`src/logic/dag_regs.svh`:
```
// Constants for the debug authentication gate: field positions and reset values.
// Assumes inclusion by bare name from the gate module; definitions only.
`ifndef DAG_REGS_SVH
`define DAG_REGS_SVH

// Bit positions of the level enables in the packed level vector
`define DAG_LVL_NS_INV     0
`define DAG_LVL_NS_NONINV  1
`define DAG_LVL_S_INV      2
`define DAG_LVL_S_NONINV   3
`define DAG_LVL_WIDTH      4

// Reset value of the sampled level vector, every level enable and the first-sample marker
`define DAG_RST_LEVELS     4'h0
`define DAG_RST_BIT        1'h0

`endif

```
`src/logic/dag_pkg.sv`:
```
// Types for the debug authentication gate.
// Assumes nothing beyond a SystemVerilog compiler.
package dag_pkg;

    // Sampling mode of the permission inputs
    typedef enum logic [0:0] {
        DAG_MODE_ASYNC = 1'b0,
        DAG_MODE_SYNC  = 1'b1
    } dag_mode_t;

    // One bit for each debug level
    typedef logic [3:0] dag_levels_t;

endpackage

```
`src/logic/dag_gate.sv`:
```
// Debug authentication gate: turns four permission inputs into enables for the four debug levels,
// and adds two secure user settings to make the enables for the current mode.
// Assumes the permission inputs are driven by system-level logic and are
// synchronous to core_clk; the user settings come from secure software.
`timescale 1ns/1ps
`include "dag_regs.svh"

module dag_gate #(
    parameter dag_pkg::dag_mode_t MODE = dag_pkg::DAG_MODE_SYNC
) (
    // Clock and reset
    input  wire logic core_clk,
    input  wire logic arst_n,
    // Permission inputs from system logic
    input  wire logic invasive_permit_in,
    input  wire logic noninvasive_permit_in,
    input  wire logic secure_invasive_permit_in,
    input  wire logic secure_noninvasive_permit_in,
    // Secure user-mode settings held by secure software
    input  wire logic secure_user_invasive_permit,
    input  wire logic secure_user_noninvasive_permit,
    // Current processor mode of the traced or debugged context
    input  wire logic secure_mode,
    input  wire logic user_mode,
    // Level enables
    output logic      ns_invasive_en,
    output logic      ns_noninvasive_en,
    output logic      s_invasive_en,
    output logic      s_noninvasive_en,
    output logic      sampled_valid,
    // Enables for the current mode
    output logic      cur_invasive_en,
    output logic      cur_noninvasive_en
);

    // Only two modes exist and the level vector must match the field map; refuse anything else
    if (MODE != dag_pkg::DAG_MODE_SYNC && MODE != dag_pkg::DAG_MODE_ASYNC) begin : g_bad_mode
        $error("dag_gate: unsupported sampling mode");
    end
    if ($bits(dag_pkg::dag_levels_t) != `DAG_LVL_WIDTH) begin : g_bad_width
        $error("dag_gate: level vector width differs from the field map");
    end

    // Sampling flavour as a constant, so each check below can pick its own timing
    localparam bit IS_SYNC = (MODE == dag_pkg::DAG_MODE_SYNC);

    // Derive level enables from the four permits
    function automatic dag_pkg::dag_levels_t calc_levels(input logic inv, input logic nin,
                                                          input logic sinv, input logic snin);
        logic eff_nin;
        logic eff_snin;
        dag_pkg::dag_levels_t lv;
        eff_nin  = inv | nin;
        eff_snin = sinv | snin;
        lv = `DAG_RST_LEVELS;
        lv[`DAG_LVL_NS_INV]    = inv;
        lv[`DAG_LVL_NS_NONINV] = eff_nin;
        lv[`DAG_LVL_S_INV]     = inv & sinv;
        lv[`DAG_LVL_S_NONINV]  = eff_nin & eff_snin;
        return lv;
    endfunction

    dag_pkg::dag_levels_t raw_lv;
    dag_pkg::dag_levels_t lv_q;
    logic                 valid_q;
    dag_pkg::dag_levels_t lv;

    // Combinational view of the inputs, used directly in async mode
    always_comb begin
        raw_lv = calc_levels(invasive_permit_in, noninvasive_permit_in,
                             secure_invasive_permit_in, secure_noninvasive_permit_in);
    end

    // Sample the permits; a change takes effect one edge later, which is allowed
    always_ff @(posedge core_clk or negedge arst_n) begin
        if (!arst_n) begin
            lv_q <= `DAG_RST_LEVELS;
        end else begin
            lv_q <= raw_lv;
        end
    end

    // First sample marker; in sync mode enables stay low before it
    always_ff @(posedge core_clk or negedge arst_n) begin
        if (!arst_n) begin
            valid_q <= `DAG_RST_BIT;
        end else begin
            valid_q <= 1'b1;
        end
    end

    // Select async or sampled path; async path is still gated during reset
    always_comb begin
        if (MODE == dag_pkg::DAG_MODE_SYNC) begin
            lv = valid_q ? lv_q : `DAG_RST_LEVELS;
        end else begin
            lv = arst_n ? raw_lv : `DAG_RST_LEVELS;
        end
    end

    assign ns_invasive_en    = lv[`DAG_LVL_NS_INV];
    assign ns_noninvasive_en = lv[`DAG_LVL_NS_NONINV];
    assign s_invasive_en     = lv[`DAG_LVL_S_INV];
    assign s_noninvasive_en  = lv[`DAG_LVL_S_NONINV];
    assign sampled_valid     = (MODE == dag_pkg::DAG_MODE_SYNC) ? valid_q : arst_n;

    // Secure user mode may borrow the user settings, but never beyond the
    // non-secure bound; secure privileged modes get only the full secure permit.
    // Software-only debug functions are not routed through here at all.
    always_comb begin
        if (!secure_mode) begin
            cur_invasive_en    = lv[`DAG_LVL_NS_INV];
            cur_noninvasive_en = lv[`DAG_LVL_NS_NONINV];
        end else if (user_mode) begin
            cur_invasive_en    = lv[`DAG_LVL_S_INV] |
                                 (lv[`DAG_LVL_NS_INV] & secure_user_invasive_permit);
            cur_noninvasive_en = lv[`DAG_LVL_S_NONINV] |
                                 (lv[`DAG_LVL_NS_NONINV] &
                                  (secure_user_noninvasive_permit | secure_user_invasive_permit));
        end else begin
            cur_invasive_en    = lv[`DAG_LVL_S_INV];
            cur_noninvasive_en = lv[`DAG_LVL_S_NONINV];
        end
    end

    // Sampled level vector one edge after the inputs
    property p_sample_follows;
        @(posedge core_clk) disable iff (!arst_n)
        (MODE == dag_pkg::DAG_MODE_SYNC) && valid_q |=> (lv == $past(raw_lv));
    endproperty
    a_sample_follows: assert property (p_sample_follows) else $error("level enables lag inputs wrongly");

    property p_inv_forces_nin;
        @(posedge core_clk) disable iff (!arst_n)
        ns_invasive_en |-> ns_noninvasive_en;
    endproperty
    a_inv_forces_nin: assert property (p_inv_forces_nin) else $error("invasive without non-invasive");

    property p_sinv_forces_snin;
        @(posedge core_clk) disable iff (!arst_n)
        s_invasive_en |-> s_noninvasive_en;
    endproperty
    a_sinv_forces_snin: assert property (p_sinv_forces_snin) else $error("secure non-invasive not forced");

    property p_no_inv;
        @(posedge core_clk) disable iff (!arst_n)
        IS_SYNC && valid_q && !invasive_permit_in |=> !ns_invasive_en && !s_invasive_en;
    endproperty
    a_no_inv: assert property (p_no_inv) else $error("invasive debug enabled while forbidden");

    property p_no_debug;
        @(posedge core_clk) disable iff (!arst_n)
        IS_SYNC && !invasive_permit_in && !noninvasive_permit_in |=> (lv == `DAG_RST_LEVELS);
    endproperty
    a_no_debug: assert property (p_no_debug) else $error("debug enabled with both permits low");

    property p_sinv_and;
        @(posedge core_clk) disable iff (!arst_n)
        IS_SYNC && s_invasive_en |-> $past(invasive_permit_in) && $past(secure_invasive_permit_in);
    endproperty
    a_sinv_and: assert property (p_sinv_and) else $error("secure invasive not bounded");

    property p_snin_and;
        @(posedge core_clk) disable iff (!arst_n)
        IS_SYNC && s_noninvasive_en |-> ($past(invasive_permit_in) || $past(noninvasive_permit_in)) &&
                                        ($past(secure_invasive_permit_in) || $past(secure_noninvasive_permit_in));
    endproperty
    a_snin_and: assert property (p_snin_and) else $error("secure non-invasive not bounded");

    property p_reset_low;
        @(posedge core_clk)
        (IS_SYNC ? !valid_q : !arst_n) |->
            !ns_invasive_en && !ns_noninvasive_en && !s_invasive_en && !s_noninvasive_en;
    endproperty
    a_reset_low: assert property (p_reset_low) else $error("enable raised before first sample");

    property p_priv_secure;
        @(posedge core_clk) disable iff (!arst_n)
        secure_mode && !user_mode |-> (cur_invasive_en == s_invasive_en);
    endproperty
    a_priv_secure: assert property (p_priv_secure) else $error("user setting leaked to privileged mode");

    // Overrides checked against the pins, so a broken OR cannot hide behind the level vector
    property p_inv_overrides;
        @(posedge core_clk) disable iff (!arst_n)
        IS_SYNC && invasive_permit_in |=> ns_noninvasive_en;
    endproperty
    a_inv_overrides: assert property (p_inv_overrides) else $error("override of non-invasive missing");

    property p_sinv_overrides;
        @(posedge core_clk) disable iff (!arst_n)
        IS_SYNC && secure_invasive_permit_in && (invasive_permit_in || noninvasive_permit_in) |=> s_noninvasive_en;
    endproperty
    a_sinv_overrides: assert property (p_sinv_overrides) else $error("secure override missing");

    // Unsampled flavour answers in the same cycle, so these checks use no delay
    property p_async_no_inv;
        @(posedge core_clk) disable iff (!arst_n)
        !IS_SYNC && !invasive_permit_in |-> !ns_invasive_en && !s_invasive_en;
    endproperty
    a_async_no_inv: assert property (p_async_no_inv) else $error("async invasive enabled");

    property p_async_no_debug;
        @(posedge core_clk) disable iff (!arst_n)
        !IS_SYNC && !invasive_permit_in && !noninvasive_permit_in |-> (lv == `DAG_RST_LEVELS);
    endproperty
    a_async_no_debug: assert property (p_async_no_debug) else $error("async debug with both permits low");

    property p_async_sinv_and;
        @(posedge core_clk) disable iff (!arst_n)
        !IS_SYNC && s_invasive_en |-> invasive_permit_in && secure_invasive_permit_in;
    endproperty
    a_async_sinv_and: assert property (p_async_sinv_and) else $error("async secure invasive not bounded");

    property p_async_snin_and;
        @(posedge core_clk) disable iff (!arst_n)
        !IS_SYNC && s_noninvasive_en |-> (invasive_permit_in || noninvasive_permit_in) &&
                                         (secure_invasive_permit_in || secure_noninvasive_permit_in);
    endproperty
    a_async_snin_and: assert property (p_async_snin_and) else $error("async secure bound broken");

endmodule // dag_gate

```
`config.mk`:
```
export PLATFORM = sky130hd
export DESIGN_NAME = dag_gate
export DESIGN_NICKNAME = d
export VERILOG_FILES = /design/src/logic/dag_pkg.sv /design/src/logic/dag_gate.sv
export VERILOG_INCLUDE_DIRS = /design/src /design/src/logic
export SDC_FILE = /design/constraint.sdc
export NUM_CORES = 1
export LEC_CHECK = 0
export BUFFER_PORTS_ARGS = -buffer_cell sky130_fd_sc_hd__buf_2
export CORE_AREA = 3 3 40 42
export CTS_CLUSTER_DIAMETER = 120
export DETAILED_ROUTE_END_ITERATION = 8
export DIE_AREA = 0 0 43 45
export GPL_ROUTABILITY_DRIVEN = 0
export PLACE_DENSITY = 0.43
export SLEW_MARGIN = 20
export SYNTH_ARGS = -nofsm -noshare
export SYNTH_HDL_FRONTEND = slang
export SYNTH_SLANG_ARGS = --single-unit
```
`constraint.sdc`:
```
create_clock -name core_clk -period 2 [get_ports core_clk]
set_input_delay 0.2 -clock core_clk [delete_from_list [all_inputs] [get_ports core_clk]]
set_output_delay 0.2 -clock core_clk [all_outputs]
set_load 0.05 [all_outputs]
```
==> impl_metrics.toml <==
[sta]
slew_viol_final = 0
timing.final.crit_share = 0.7234
post-route-min-period_ps = 1447
finalSetupTns_ps = 0
rsz_0062_raised_after_global_routing = "false"
total_count_of_hold_check_failures_in_the_final_report = 0
fmax_mhz = 691.2
setup_viol_count_final = 0

[synthesis]
synthCells = 19
synth.top_cells.by_count = "dfrtp_1 (5), and2_1 (4)"
synth_most_common_cell = "dfrtp_1"
synth.cell_area_um2 = 215.2
synth-edff-count = 0
ys_ff_latch = 5
post-synth-top-area-cell = "dfrtp_1"
postSynthNetCount = 29
portion_of_synthesized_cell_area_occupied_by_the_leading_cell_type = 0.5814
ys_types = 12
synth_sequential_area_ratio = 0.5814
synth_warn = 0
most_used_dff_post_synth = "dfrtp_1"
synthTopCellsByArea = "dfrtp_1 (58%), and2_1 (12%), a21bo_1 (4.7%), a22o_1 (4.1%), o2111ai_1 (4.1%)"
synth-async-reset-ratio = 1.000
syn-mean-instance-area_um2 = 11.33

[finish]
layout.cells.non_filler = 55
layout.nets = 51
post_route_cells_drive_above_1_share = 0.5000
antenna-diode-count = 0
syn2layout_area_growth_pct = 62.79

[clock_network]
tritoncts = "built"
ctsLongestPathBuffers = 2
ctsResizeCount = 0
cts_hold_repair.buffers = 1
clock_pin_transition_on_the_worst_setup_and_hold_timing_paths_ps = 40
cts_buffers = 3
number_of_levels_the_h_tree_was_split_into = 1
clk_root_buffer_cell = "clkbuf_4"
post_cts.repair.setup_buffers = 0
numClockSinks = 5

[floorplanning]
initial_core_util = 0.1675
core-area_mm2 = 0.001285
floorplan.io_pins = 17
die_w_um = 43
die_height_um = 45
placementRows = 13
die-area_mm2 = 0.001935

[placement]
place_inst = 50
place.detailed.hpwl_um = 456.2
port_buffers = 16

[run_status]
status = "finished clean"

[global_route]
gr-total-overflow = 0
antenna_found_initial = 0
via_count_of_the_first_global_routing_pass = 219
wire_length_of_the_first_global_routing_pass_um = 959
largest_net_degree_at_the_start_of_global_routing = 8
gr-usage-all-layers = 0.07286

[critical_path]
critical_path_capture_point_type = "primary output"
crit_fanout = 7
worstPathArrival_ps = 1250
timing_worst_setup_path_type = "register to primary output"
start_kind = "register"
required_ps = 1800

[route]
detailedRoute.firstPassIterationCount = 2
wl_um = 522
detail_route.wl_per_cell_um = 9.491
first_iter_violations = 2
drt-vias-per-instance = 4.055
drc = 0
routed-via-count = 223
final_antenna_net_count = 0

[worst_hold_path]
worst_hold_path_class = "input pin to register"

[power]
static-leakage-power_nw = 0.1876
vdd_drop_max_v = 0.0002272
power_per_cell_area_mw_per_mm2 = 838.6

[run]
timing.max_cap.violations = 0
flip-flops by register name (all words and copies together), names as in the netlist:
signal and cells:
lv_q 4, sampled_valid 1
power by group:
group          total, mW  internal, mW  switching [mW]  leakage (nW)
registers          0.110         0.107         0.00319        0.0578
logic             0.0678        0.0212          0.0465         0.115
clock network      0.116        0.0754          0.0403        0.0150
cells in the final DEF, fill, tap and decap left out:
master and count:
or2_2 1, conb_1 1, o2111ai_1 1, inv_1 1, nand3_1 1, and2_1 4
dlygate4sd3_1 1, o211ai_1 1, clkbuf_4 3, a21bo_1 1, clkbuf_1 1, o21a_1 1
a22o_1 1, buf_2 16, nand2_1 1, dfrtp_1 5
cell families (layout without fill, tap and decap cells):
logic type,Yosys count,in the layout,synth area share
simple gates,7,7,0.1860
compound gates,5,5,0.1977
other cells,1,1,0.01743
buf+inv,1,22,0.01743
flops,5,5,0.5814
metal layers:
metal,share of wire,routed length (um),global-route usage
met4,0,0,0.07229
met3,0.20,106,0.05976
met2,0.41,213,0.09281
met1,0.39,202,0.07108
met5,0,0,0
worst paths after layout:
| path | start | endpoint | slack, ps | cells after the start |
|---|---|---|---|---|
| min in group asynchronous | arst_n | sampled_valid | 300 | 2 |
| worst min-delay path | invasive_permit_in | lv_q[0] | 90 | 1 |
| worst max-delay path | sampled_valid | cur_invasive_en | 550 | 3 |
| max in group asynchronous | arst_n | lv_q[2] | 1570 | 2 |
cell type report:
class | count | area (um^2)
Clock buffer | 4 | 26.28
Fill cell | 135 | 934.6
Inverter | 1 | 3.754
Multi-Input combinational cell | 13 | 86.33
Sequential cell | 5 | 125.1
Tap cell | 15 | 18.77
Timing Repair Buffer | 17 | 90.09
metrics by stage:
step,setup slack (ps),power (mW),cell area (um^2),util,hold WS (ps)
floorplan,74.48,0.1560,215.2,-,-95.59
global placement,827.5,0.1780,314.1,0.2444,16.19
detailed placement,798.5,0.1792,314.1,0.2444,20.08
CTS,535.9,0.3025,350.3,0.2726,82.61
global route,448.1,0.3188,350.3,0.2726,84.02
finish,553.2,0.2938,350.3,0.2726,90.44
worst max-delay path, cell delays in order (launching register included):
cell     delay, ps
dfrtp_1        420
and2_1         170
a22o_1         220
buf_2          200
Power figures use the tool's default switching activity.
